[config.mk]
export PLATFORM = sky130hd
export DESIGN_NAME = valve_stepper_alarm_config
export DESIGN_NICKNAME = d
export VERILOG_FILES = /design/src/core/valve_pkg.sv /design/src/core/valve_stepper_alarm_config.sv /design/src/core/step_rate_timer.sv
export SDC_FILE = /design/constraint.sdc
export NUM_CORES = 1
export LEC_CHECK = 0
export ABC_AREA = 1
export ABC_CLOCK_PERIOD_IN_PS = 7900
export BUFFER_PORTS_ARGS = -buffer_cell sky130_fd_sc_hd__buf_2
export CORE_MARGIN = 2
export CORE_UTILIZATION = 68
export CTS_BUF_LIST = sky130_fd_sc_hd__clkbuf_8
export DETAILED_ROUTE_END_ITERATION = 16
export PLACE_DENSITY = 0.89
export SYNTH_ARGS = -nofsm -noshare
export SYNTH_HDL_FRONTEND = slang
export SYNTH_SLANG_ARGS = --single-unit
[constraint.sdc]
create_clock -name aclk -period 7.9 [get_ports aclk]
set_clock_uncertainty 0.1 [all_clocks]
set_input_delay 0.395 -clock aclk [delete_from_list [all_inputs] [get_ports aclk]]
set_output_delay 0.395 -clock aclk [all_outputs]
set_load 0.005 [all_outputs]
[src/core/valve_pkg.sv]
// Register map, reset values and timing constants of the valve stepper block
package valve_pkg;
  localparam int                 ADDR_W          = 16;
  localparam int                 DATA_W          = 32;
  localparam int                 REG_W           = 16;
  localparam int                 IDX_W           = 14;
  // Register indices; byte address is four times the index
  localparam logic [IDX_W-1:0]   IDX_SELECTOR    = 14'h3db8;
  localparam logic [IDX_W-1:0]   IDX_MAX_RATE    = 14'h3db9;
  localparam logic [IDX_W-1:0]   IDX_FULL_OPEN   = 14'h3dba;
  localparam logic [IDX_W-1:0]   IDX_OVERTRAVEL  = 14'h3dbb;
  localparam logic [IDX_W-1:0]   IDX_RSVD_CUR_A  = 14'h3dbc;
  localparam logic [IDX_W-1:0]   IDX_RSVD_RES    = 14'h3dbd;
  localparam logic [IDX_W-1:0]   IDX_RSVD_CUR_B  = 14'h3dbe;
  localparam logic [IDX_W-1:0]   IDX_DRIVE_MODE  = 14'h3dbf;
  localparam logic [IDX_W-1:0]   IDX_EMERG_POS   = 14'h3dc0;
  localparam logic [IDX_W-1:0]   IDX_CONTROL     = 14'h3dc1;
  localparam logic [IDX_W-1:0]   IDX_TARGET      = 14'h3dc2;
  localparam logic [IDX_W-1:0]   IDX_POSITION    = 14'h3dc3;
  localparam logic [IDX_W-1:0]   IDX_DIAG        = 14'h3dc4;
  localparam logic [IDX_W-1:0]   IDX_STATE       = 14'h3dc5;
  // Reset values
  localparam logic [REG_W-1:0]   RST_SELECTOR    = 16'h0000;
  localparam logic [REG_W-1:0]   RST_MAX_RATE    = 16'h0028;
  localparam logic [REG_W-1:0]   RST_FULL_OPEN   = 16'h00fa;
  localparam logic [REG_W-1:0]   RST_OVERTRAVEL  = 16'h0000;
  localparam logic [REG_W-1:0]   RST_RSVD_CUR_A  = 16'h0104;
  localparam logic [REG_W-1:0]   RST_RSVD_RES    = 16'h002e;
  localparam logic [REG_W-1:0]   RST_RSVD_CUR_B  = 16'h0000;
  localparam logic [REG_W-1:0]   RST_DRIVE_MODE  = 16'h0001;
  localparam logic [REG_W-1:0]   RST_ZERO        = 16'h0000;
  // Preconfigured valve set used for any non-zero selector (arbitrary values)
  localparam logic [REG_W-1:0]   PRESET_RATE     = 16'h0032;
  localparam logic [REG_W-1:0]   PRESET_FULL     = 16'h01e0;
  localparam logic [REG_W-1:0]   PRESET_OVER     = 16'h0014;
  // Field positions
  localparam int                 DIAG_COMM_BIT   = 14;
  localparam int                 CTL_ACTIVATE    = 0;
  localparam int                 CTL_CLOSE       = 1;
  localparam int                 CTL_MANUAL      = 2;
  localparam logic [REG_W-1:0]   MODE_FULL       = 16'h0000;
  localparam logic [REG_W-1:0]   MODE_HALF       = 16'h0001;
  // AXI responses
  localparam logic [1:0]         RESP_OKAY       = 2'h0;
  localparam logic [1:0]         RESP_SLVERR     = 2'h2;
  // Timing
  localparam longint             CLK_HZ          = 200_000_000;
  localparam longint             REARM_WAIT_S    = 20;
  localparam longint             REARM_CYCLES    = REARM_WAIT_S * CLK_HZ;
  typedef enum logic [2:0] {ST_IDLE, ST_RUN, ST_EMERG, ST_HALT, ST_REARM} valve_state_t;
endpackage

[src/core/valve_stepper_alarm_config.sv]
// Valve stepper configuration registers, motion and link-loss alarm handling
`timescale 1ns/100ps
module valve_stepper_alarm_config
  import valve_pkg::*;
#(
  parameter longint REARM_WAIT = REARM_CYCLES
)
(
  input  wire logic              aclk,
  input  wire logic              aresetn,
  input  wire logic [ADDR_W-1:0] s_axi_awaddr,
  input  wire logic              s_axi_awvalid,
  output logic                   s_axi_awready,
  input  wire logic [DATA_W-1:0] s_axi_wdata,
  input  wire logic [3:0]        s_axi_wstrb,
  input  wire logic              s_axi_wvalid,
  output logic                   s_axi_wready,
  output logic [1:0]             s_axi_bresp,
  output logic                   s_axi_bvalid,
  input  wire logic              s_axi_bready,
  input  wire logic [ADDR_W-1:0] s_axi_araddr,
  input  wire logic              s_axi_arvalid,
  output logic                   s_axi_arready,
  output logic [DATA_W-1:0]      s_axi_rdata,
  output logic [1:0]             s_axi_rresp,
  output logic                   s_axi_rvalid,
  input  wire logic              s_axi_rready,
  input  wire logic              link_alive,
  output logic                   step_pulse,
  output logic                   step_dir_open,
  output logic                   valve_fully_open,
  output logic                   link_alarm
);
  localparam logic [31:0] WAIT_LAST = 32'(REARM_WAIT - 1);

  logic [REG_W-1:0]      selector_reg;
  logic [REG_W-1:0]      max_rate_reg;
  logic [REG_W-1:0]      full_open_reg;
  logic [REG_W-1:0]      overtravel_reg;
  logic [REG_W-1:0]      drive_mode_reg;
  logic [REG_W-1:0]      emerg_pos_reg;
  logic [REG_W-1:0]      target_reg;
  logic                  manual_rearm_reg;
  logic                  activate_pulse;
  logic                  close_pulse;
  logic [ADDR_W-1:0]     awaddr_reg;
  logic [REG_W-1:0]      wdata_reg;
  logic [1:0]            wstrb_reg;
  logic                  aw_held;
  logic                  w_held;
  logic                  link_meta;
  logic                  link_sync;
  logic                  link_seen_reg;
  logic                  alarm_reg;
  valve_state_t          state_reg;
  logic [31:0]           wait_reg;
  logic signed [16:0]    pos_reg;
  logic signed [16:0]    goal;
  logic                  half_reg;
  logic                  closing_reg;
  logic                  tick;
  logic [REG_W-1:0]      eff_rate;
  logic [REG_W-1:0]      eff_full;
  logic [REG_W-1:0]      eff_over;
  logic                  moving;
  logic                  at_goal;
  logic                  do_write;
  logic [IDX_W-1:0]      widx;
  logic [REG_W-1:0]      wval;

  // Register index of a byte address
  function automatic logic [IDX_W-1:0] to_idx(input logic [ADDR_W-1:0] a);
    return a[ADDR_W-1:2];
  endfunction

  // True for any index the block answers
  function automatic logic mapped(input logic [IDX_W-1:0] i);
    return (i >= IDX_SELECTOR) && (i <= IDX_STATE);
  endfunction

  // Byte-lane merge of a write into a 16-bit register
  function automatic logic [REG_W-1:0] merge(input logic [REG_W-1:0] old, input logic [REG_W-1:0] d,
                                             input logic [1:0] s);
    return {s[1] ? d[15:8] : old[15:8], s[0] ? d[7:0] : old[7:0]};
  endfunction

  // Active parameter set
  assign eff_rate = (selector_reg == RST_ZERO) ? max_rate_reg : PRESET_RATE;
  assign eff_full = (selector_reg == RST_ZERO) ? full_open_reg : PRESET_FULL;
  assign eff_over = (selector_reg == RST_ZERO) ? overtravel_reg : PRESET_OVER;

  // Link level synchroniser, settles while reset is held
  always_ff @(posedge aclk)
  begin
    link_meta <= link_alive;
    link_sync <= link_meta;
  end

  // Write address and data capture, either order
  assign do_write = aw_held && w_held && !s_axi_bvalid;
  assign widx     = to_idx(awaddr_reg);
  assign wval     = merge(RST_ZERO, wdata_reg, wstrb_reg);

  always_ff @(posedge aclk)
  begin
    if (!aresetn)
    begin
      aw_held       <= 1'b0;
      w_held        <= 1'b0;
      awaddr_reg    <= '0;
      wdata_reg     <= RST_ZERO;
      wstrb_reg     <= 2'b00;
      s_axi_awready <= 1'b0;
      s_axi_wready  <= 1'b0;
      s_axi_bvalid  <= 1'b0;
      s_axi_bresp   <= RESP_OKAY;
    end
    else
    begin
      s_axi_awready <= !aw_held && !s_axi_awready && s_axi_awvalid;
      s_axi_wready  <= !w_held && !s_axi_wready && s_axi_wvalid;
      if (s_axi_awvalid && s_axi_awready)
      begin
        aw_held    <= 1'b1;
        awaddr_reg <= s_axi_awaddr;
      end
      if (s_axi_wvalid && s_axi_wready)
      begin
        w_held    <= 1'b1;
        wdata_reg <= s_axi_wdata[REG_W-1:0];
        wstrb_reg <= s_axi_wstrb[1:0];
      end
      if (do_write)
      begin
        aw_held      <= 1'b0;
        w_held       <= 1'b0;
        s_axi_bvalid <= 1'b1;
        s_axi_bresp  <= mapped(widx) ? RESP_OKAY : RESP_SLVERR;
      end
      else if (s_axi_bvalid && s_axi_bready)
        s_axi_bvalid <= 1'b0;
    end
  end

  // Configuration registers, 16-bit words at consecutive indices
  always_ff @(posedge aclk)
  begin
    if (!aresetn)
    begin
      selector_reg     <= RST_SELECTOR;
      max_rate_reg     <= RST_MAX_RATE;
      full_open_reg    <= RST_FULL_OPEN;
      overtravel_reg   <= RST_OVERTRAVEL;
      drive_mode_reg   <= RST_DRIVE_MODE;
      emerg_pos_reg    <= RST_ZERO;
      target_reg       <= RST_ZERO;
      manual_rearm_reg <= 1'b0;
      activate_pulse   <= 1'b0;
      close_pulse      <= 1'b0;
    end
    else
    begin
      activate_pulse <= 1'b0;
      close_pulse    <= 1'b0;
      if (do_write)
      begin
        case (widx)
          IDX_SELECTOR:   selector_reg   <= merge(selector_reg, wdata_reg, wstrb_reg) & 16'h00ff;
          IDX_MAX_RATE:   max_rate_reg   <= merge(max_rate_reg, wdata_reg, wstrb_reg);
          IDX_FULL_OPEN:  full_open_reg  <= merge(full_open_reg, wdata_reg, wstrb_reg);
          IDX_OVERTRAVEL: overtravel_reg <= merge(overtravel_reg, wdata_reg, wstrb_reg);
          IDX_DRIVE_MODE: drive_mode_reg <= merge(drive_mode_reg, wdata_reg, wstrb_reg);
          IDX_EMERG_POS:  emerg_pos_reg  <= merge(emerg_pos_reg, wdata_reg, wstrb_reg);
          IDX_TARGET:     target_reg     <= merge(target_reg, wdata_reg, wstrb_reg);
          IDX_CONTROL:
          begin
            activate_pulse   <= wval[CTL_ACTIVATE];
            close_pulse      <= wval[CTL_CLOSE];
            manual_rearm_reg <= wstrb_reg[0] ? wval[CTL_MANUAL] : manual_rearm_reg;
          end
          default: ;
        endcase
      end
    end
  end

  // Read channel
  always_ff @(posedge aclk)
  begin
    if (!aresetn)
    begin
      s_axi_arready <= 1'b0;
      s_axi_rvalid  <= 1'b0;
      s_axi_rdata   <= '0;
      s_axi_rresp   <= RESP_OKAY;
    end
    else
    begin
      s_axi_arready <= !s_axi_rvalid && !s_axi_arready && s_axi_arvalid;
      if (s_axi_arvalid && s_axi_arready)
      begin
        s_axi_rvalid <= 1'b1;
        s_axi_rresp  <= mapped(to_idx(s_axi_araddr)) ? RESP_OKAY : RESP_SLVERR;
        case (to_idx(s_axi_araddr))
          IDX_SELECTOR:   s_axi_rdata <= {16'h0000, selector_reg};
          IDX_MAX_RATE:   s_axi_rdata <= {16'h0000, max_rate_reg};
          IDX_FULL_OPEN:  s_axi_rdata <= {16'h0000, full_open_reg};
          IDX_OVERTRAVEL: s_axi_rdata <= {16'h0000, overtravel_reg};
          IDX_RSVD_CUR_A: s_axi_rdata <= {16'h0000, RST_RSVD_CUR_A};
          IDX_RSVD_RES:   s_axi_rdata <= {16'h0000, RST_RSVD_RES};
          IDX_RSVD_CUR_B: s_axi_rdata <= {16'h0000, RST_RSVD_CUR_B};
          IDX_DRIVE_MODE: s_axi_rdata <= {16'h0000, drive_mode_reg};
          IDX_EMERG_POS:  s_axi_rdata <= {16'h0000, emerg_pos_reg};
          IDX_CONTROL:    s_axi_rdata <= {29'h0000_0000, manual_rearm_reg, 2'b00};
          IDX_TARGET:     s_axi_rdata <= {16'h0000, target_reg};
          IDX_POSITION:   s_axi_rdata <= {{15{pos_reg[16]}}, pos_reg};
          IDX_DIAG:       s_axi_rdata <= {16'h0000, alarm_reg, 15'h0000} >> (REG_W - 1 - DIAG_COMM_BIT);
          IDX_STATE:      s_axi_rdata <= {29'h0000_0000, state_reg};
          default:        s_axi_rdata <= '0;
        endcase
      end
      else if (s_axi_rvalid && s_axi_rready)
        s_axi_rvalid <= 1'b0;
    end
  end

  // Movement goal for the present state
  always_comb
  begin
    if (state_reg == ST_EMERG)
      goal = (emerg_pos_reg > eff_full) ? $signed({1'b0, eff_full}) : $signed({1'b0, emerg_pos_reg});
    else if (closing_reg)
      goal = -$signed({1'b0, eff_over});
    else if (target_reg > eff_full)
      goal = $signed({1'b0, eff_full});
    else
      goal = $signed({1'b0, target_reg});
    at_goal = (pos_reg == goal) && !half_reg;
    moving  = ((state_reg == ST_RUN) || (state_reg == ST_EMERG)) && !at_goal;
  end

  step_rate_timer u_rate
  (
    .aclk    (aclk),
    .aresetn (aresetn),
    .rate    (eff_rate),
    .run     (moving),
    .tick    (tick)
  );

  // Alarm and operating state
  always_ff @(posedge aclk)
  begin
    if (!aresetn)
    begin
      state_reg     <= ST_IDLE;
      link_seen_reg <= 1'b0;
      alarm_reg     <= 1'b0;
      wait_reg      <= 32'h0000_0000;
    end
    else
    begin
      if (link_sync)
        link_seen_reg <= 1'b1;
      if (link_seen_reg && !link_sync)
        alarm_reg <= 1'b1;
      case (state_reg)
        ST_IDLE:
          if (activate_pulse)
            state_reg <= ST_RUN;
        ST_RUN:
          if (link_seen_reg && !link_sync)
            state_reg <= ST_EMERG;
        ST_EMERG:
          if (at_goal)
            state_reg <= ST_HALT;
        ST_HALT:
        begin
          wait_reg <= 32'h0000_0000;
          if (manual_rearm_reg && activate_pulse && link_sync)
          begin
            alarm_reg <= 1'b0;
            state_reg <= ST_RUN;
          end
          else if (!manual_rearm_reg && link_sync)
            state_reg <= ST_REARM;
        end
        ST_REARM:
        begin
          wait_reg <= wait_reg + 32'h0000_0001;
          if (!link_sync)
            state_reg <= ST_HALT;
          else if (wait_reg >= WAIT_LAST)
          begin
            alarm_reg <= 1'b0;
            state_reg <= ST_RUN;
          end
        end
        default:
          state_reg <= ST_IDLE;
      endcase
    end
  end

  // Position counter in full steps, half-step phase kept aside
  always_ff @(posedge aclk)
  begin
    if (!aresetn)
    begin
      pos_reg          <= '0;
      half_reg         <= 1'b0;
      closing_reg      <= 1'b0;
      step_pulse       <= 1'b0;
      step_dir_open    <= 1'b0;
      valve_fully_open <= 1'b0;
      link_alarm       <= 1'b0;
    end
    else
    begin
      step_pulse       <= 1'b0;
      link_alarm       <= alarm_reg;
      valve_fully_open <= (pos_reg == $signed({1'b0, eff_full})) && !half_reg;
      if (close_pulse && state_reg == ST_RUN)
        closing_reg <= 1'b1;
      else if (closing_reg && at_goal)
      begin
        closing_reg <= 1'b0;
        pos_reg     <= '0;
      end
      if (state_reg != ST_RUN)
        closing_reg <= 1'b0;
      if (tick && moving)
      begin
        step_pulse    <= 1'b1;
        step_dir_open <= (pos_reg < goal) || (pos_reg == goal && half_reg && step_dir_open);
        if (drive_mode_reg == MODE_HALF && !half_reg)
          half_reg <= 1'b1;
        else
        begin
          half_reg <= 1'b0;
          // One full step per completed pair in half-step mode
          if ((pos_reg < goal) || (half_reg && step_dir_open))
            pos_reg <= pos_reg + 17'sd1;
          else
            pos_reg <= pos_reg - 17'sd1;
        end
      end
    end
  end
endmodule

[src/core/step_rate_timer.sv]
// Step tick generator bounded by a steps-per-second rate
`timescale 1ns/100ps
module step_rate_timer
  import valve_pkg::*;
#(
  parameter longint CLK_FREQ = CLK_HZ
)
(
  input  wire logic              aclk,
  input  wire logic              aresetn,
  input  wire logic [REG_W-1:0]  rate,
  input  wire logic              run,
  output logic                   tick
);
  localparam logic [31:0] LIMIT = 32'(CLK_FREQ);
  logic [31:0] acc_reg;
  logic [31:0] acc_next;

  // Accumulator overflows at most rate times per second
  always_comb
  begin
    acc_next = acc_reg + {16'h0000, rate};
  end

  always_ff @(posedge aclk)
  begin
    if (!aresetn || !run)
    begin
      acc_reg <= 32'h0000_0000;
      tick    <= 1'b0;
    end
    else if (acc_next >= LIMIT)
    begin
      acc_reg <= acc_next - LIMIT;
      tick    <= 1'b1;
    end
    else
    begin
      acc_reg <= acc_next;
      tick    <= 1'b0;
    end
  end
endmodule

==> summary.md <==
| Metric | Value |
|---|---|
| # DRC | `0` |
| Gate Count Post-Synth | `2555` |
| Most frequent CP cell | `nand2_1` |
| Final core occ | `75.4%` |
| Die width | `160 um` |
| Yosys cell types | `62` |
| Average wire per cell in the routed design | `17.9 um` |
| Gp weighted congestion | `1.02` |
| CP startpoint kind | `flop` |
| Cell Rows | `57` |
| DP Wirelength | `39.2 mm` |
| Initial DRC Count | `2734` |
| Crit path buffers/inverters | `8` |
| TritonCTS clock tree | `built` |
| Clock sinks | `260` |
| Predominant post-synthesis flop cell | `dfxtp_1` |
| Total wire length | `53.2 mm` |
| Slew headroom | `17.6%` |
| IO buf count | `96` |
| Slowest cell on crit path | `inv_1` |
| Worst VDD drop | `0.199 mV` |
| Die footprint | `25700 sq um` |
| Status | `finished, final reports clean` |
| Tcrit/Tclk final | `90.4%` |
| GR Overflow Total | `0` |
| CP arrival | `7.50 ns` |
| Fin Setup TNS | `0 ns` |
| Setup Crit Path Kind | `reg2reg` |
| Seq/Total Area, Yosys | `31.4%` |
| Mux cell area share after synthesis | `0%` |
| Drt first pass iters | `10` |
| GRT Resource Usage Total | `40.3%` |
| Cts bufs inserted | `43` |
| Setup violators final | `0` |
| Vias in the first global route | `16400` |
| Largest family of logic cells by synthesized area | `simple AND/OR/NAND/NOR gates` |
| Met3 usage | `9.22%` |
| Leakage | `7.67 nW` |
| First-pass GRT wire length | `84.0 mm` |
| Initial Util | `68.8%` |
| Synthesized area | `16600 sq um` |
| # diodes | `0` |
| Simple-gate share of the synthesized area | `29.0%` |
| Htree depth | `2` |
| Critical path capture point type | `flop` |
| Largest net degree at the start of global routing | `106` |
| Met1 Use GR | `56.0%` |
| Clock slew at reported path FFs | `0.07 ns` |
| Root buffer cell | `clkbuf_8` |
| Initial antenna violation count | `0` |
| Fmax | `0.140 GHz` |
| Number of synthesized register bits | `260` |
| Compound-Gate Fraction of Synth Area | `21.3%` |
| Core area | `24100 sq um` |
| Routed Antenna Nets | `0` |
| Longest Clk Path Bufs | `3` |
| XOR/XNOR Fraction of Synth Area | `2.29%` |
| Tightest Pin Transition | `1.23 ns` |
| Layout cell share with drive strength beyond 1 | `9.37%` |
| Unrepaired setup endpoints after global routing | `no` |
| M2 GR Usage | `61.4%` |
| Layout area overhead | `9.62%` |
| Fin crit period | `7.14 ns` |
| Final nets | `2761` |
| Vias per Instance | `6.12` |
| Syn_area_per_cell | `6.49 sq um` |
| Max-slew violation count | `0` |
| Final hold viol count | `0` |
| Worst hold path class | `in2reg` |
| Family with the most delay on the worst path | `simple AND/OR/NAND/NOR gates` |
| Worst EP required | `8.26 ns` |
| Post-synth ARST share | `0%` |
| Top Usage Layer GRT | `met2` |
| Yosys warnings | `0` |
| Area share of fa/ha/maj cells after synthesis | `5.33%` |
| Clk_lat worst skew | `0.57 ns` |
| Max-Cap Viols | `0` |
| Cell Pwr Density | `163 nW/um^2` |
| Io pins | `121` |
| Max stage delay on crit path | `0.37 ns` |
| Via Count | `18200` |
| Post-synth EDFFs | `0` |
| Crit-path max FO | `28` |
| Chip height | `160 um` |
==> cell usage after synthesis, types with 4 or more instances <==
library cell | instances | area [sq um]
nor3_2 | 4 | 40.0
buf_4 | 19 | 143
o41ai_1 | 24 | 210
a211oi_1 | 39 | 293
a22oi_1 | 5 | 37.5
o21ai_1 | 13 | 65.1
nand3_1 | 142 | 711
dfxtp_1 | 260 | 5200
a221oi_1 | 4 | 35.0
a311oi_1 | 4 | 35.0
xor2_2 | 5 | 81.3
nor2_1 | 274 | 1030
xor2_1 | 23 | 201
inv_1 | 317 | 1190
a21oi_1 | 239 | 1200
o221ai_1 | 10 | 87.6
nor2_2 | 10 | 62.6
nand2_1 | 550 | 2060
nor4_1 | 19 | 119
ha_1 | 69 | 863
o21a_1 | 4 | 30.0
nand4_1 | 28 | 175
o2111ai_1 | 4 | 35.0
buf_2 | 5 | 25.0
a31oi_1 | 7 | 43.8
xnor2_1 | 11 | 96.3
nand2_2 | 17 | 106
clkbuf_1 | 77 | 289
nand3b_1 | 5 | 37.5
nand3_2 | 5 | 50.1
o22ai_1 | 25 | 156
clkinv_1 | 4 | 15.0
nor3_1 | 59 | 295
o211ai_1 | 18 | 135
o21ai_0 | 205 | 1030
inv_2 | 11 | 41.3
buf_6 | 4 | 45.0
==> power breakdown <==
part	switching, mW	total (mW)	internal, mW	leakage [nW]
Combinational	0.201	0.294	0.0939	5.04
Sequential	0.0128	1.34	1.32	2.10
Clock	0.575	1.33	0.758	0.531
==> area by class of cell <==
class	instances	area, sq um
multi-input cells	1855	9630
fillers	1996	5930
flip-flops and latches	260	5200
inverters	333	1250
clock buffers	58	798
repair buffers	122	713
well taps	324	405
clock inverters	20	178
==> worst paths after layout <==
check | endpoint | slack, ns | startpoint | cells after the start
worst min register to register | link_sync$_DFF_P_ | 0.24 | link_meta$_DFF_P_ | 0
worst max register to register | pos_reg[11]$_SDFF_PN0_ | 0.76 | selector_reg[1]$_SDFFE_PN0P_ | 40
worst min-delay path | awaddr_reg[15]$_SDFFE_PN0P_ | 0.01 | s_axi_awaddr[15] | 3
worst max-delay path | pos_reg[11]$_SDFF_PN0_ | 0.76 | selector_reg[1]$_SDFFE_PN0P_ | 40
==> cell usage in the layout (no fill, tap or decap), drive strengths merged, types with 10 or more instances in the layout <==
cell type	netlist	layout
a211oi	39	39
a21oi	240	240
buf	31	108
clkbuf	77	58
clkinv	5	14
dfxtp	260	260
dlygate4sd3	0	14
ha	69	69
inv	328	335
nand2	570	570
nand3	148	148
nand4	28	28
nor2	285	285
nor3	63	63
nor4	20	20
o211ai	18	18
o21ai	219	219
o221ai	10	10
o22ai	25	25
o41ai	24	24
xnor2	11	11
xor2	28	28
==> tightest hold or removal path: cells and delay by family <==
kind / cells / cell delay, ns
buf+inv: 1 / 0.08
simple gates: 1 / 0.10
compound gates: 1 / 0.07
==> logic make-up (layout without fill, tap and decap cells) <==
| group | after synthesis | after routing |
|---|---|---|
| simple gates | 1127 | 1127 |
| fa+ha+maj | 70 | 70 |
| other cells | 1 | 2 |
| buf+inv | 441 | 533 |
| compound gates | 617 | 617 |
| xor+xnor | 39 | 39 |
| flops | 260 | 260 |
==> what timing repair did <==
action,4_1_cts,5_1_grt
gates resized for setup,0,2
hold buffers,14,0
setup buffers,0,0
hold endpoints to repair,14,0
endpoints found under the setup margin,0,3
==> per-stage QoR <==
step                      std cells  hold WS, ns  setup WS [ns]  total power [mW]  instance area (sq um)
after global routing           2972       0.0411          0.265              3.07                  18200
after global placement         2880        0.239           1.08              1.63                  17100
after detailed placement       2880        0.240          0.860              1.64                  17100
after floorplan                2556        0.210           2.68              1.72                  16600
final                          2972      0.00995          0.762              2.97                  18200
after CTS                      2972      0.00869          0.787              2.95                  18200
==> routing by layer <==
| metal | vias to the layer above | wire length (um) | part of all wire [%] |
|---|---|---|---|
| met5 | - | 0 | 0 |
| met4 | 0 | 2030 | 3.8 |
| met3 | 168 | 6950 | 13 |
| met2 | 1145 | 22500 | 42 |
| met1 | 8247 | 21800 | 41 |
| li1 | 8628 | - | - |
Note: power is estimated with default switching activity, not from simulation.
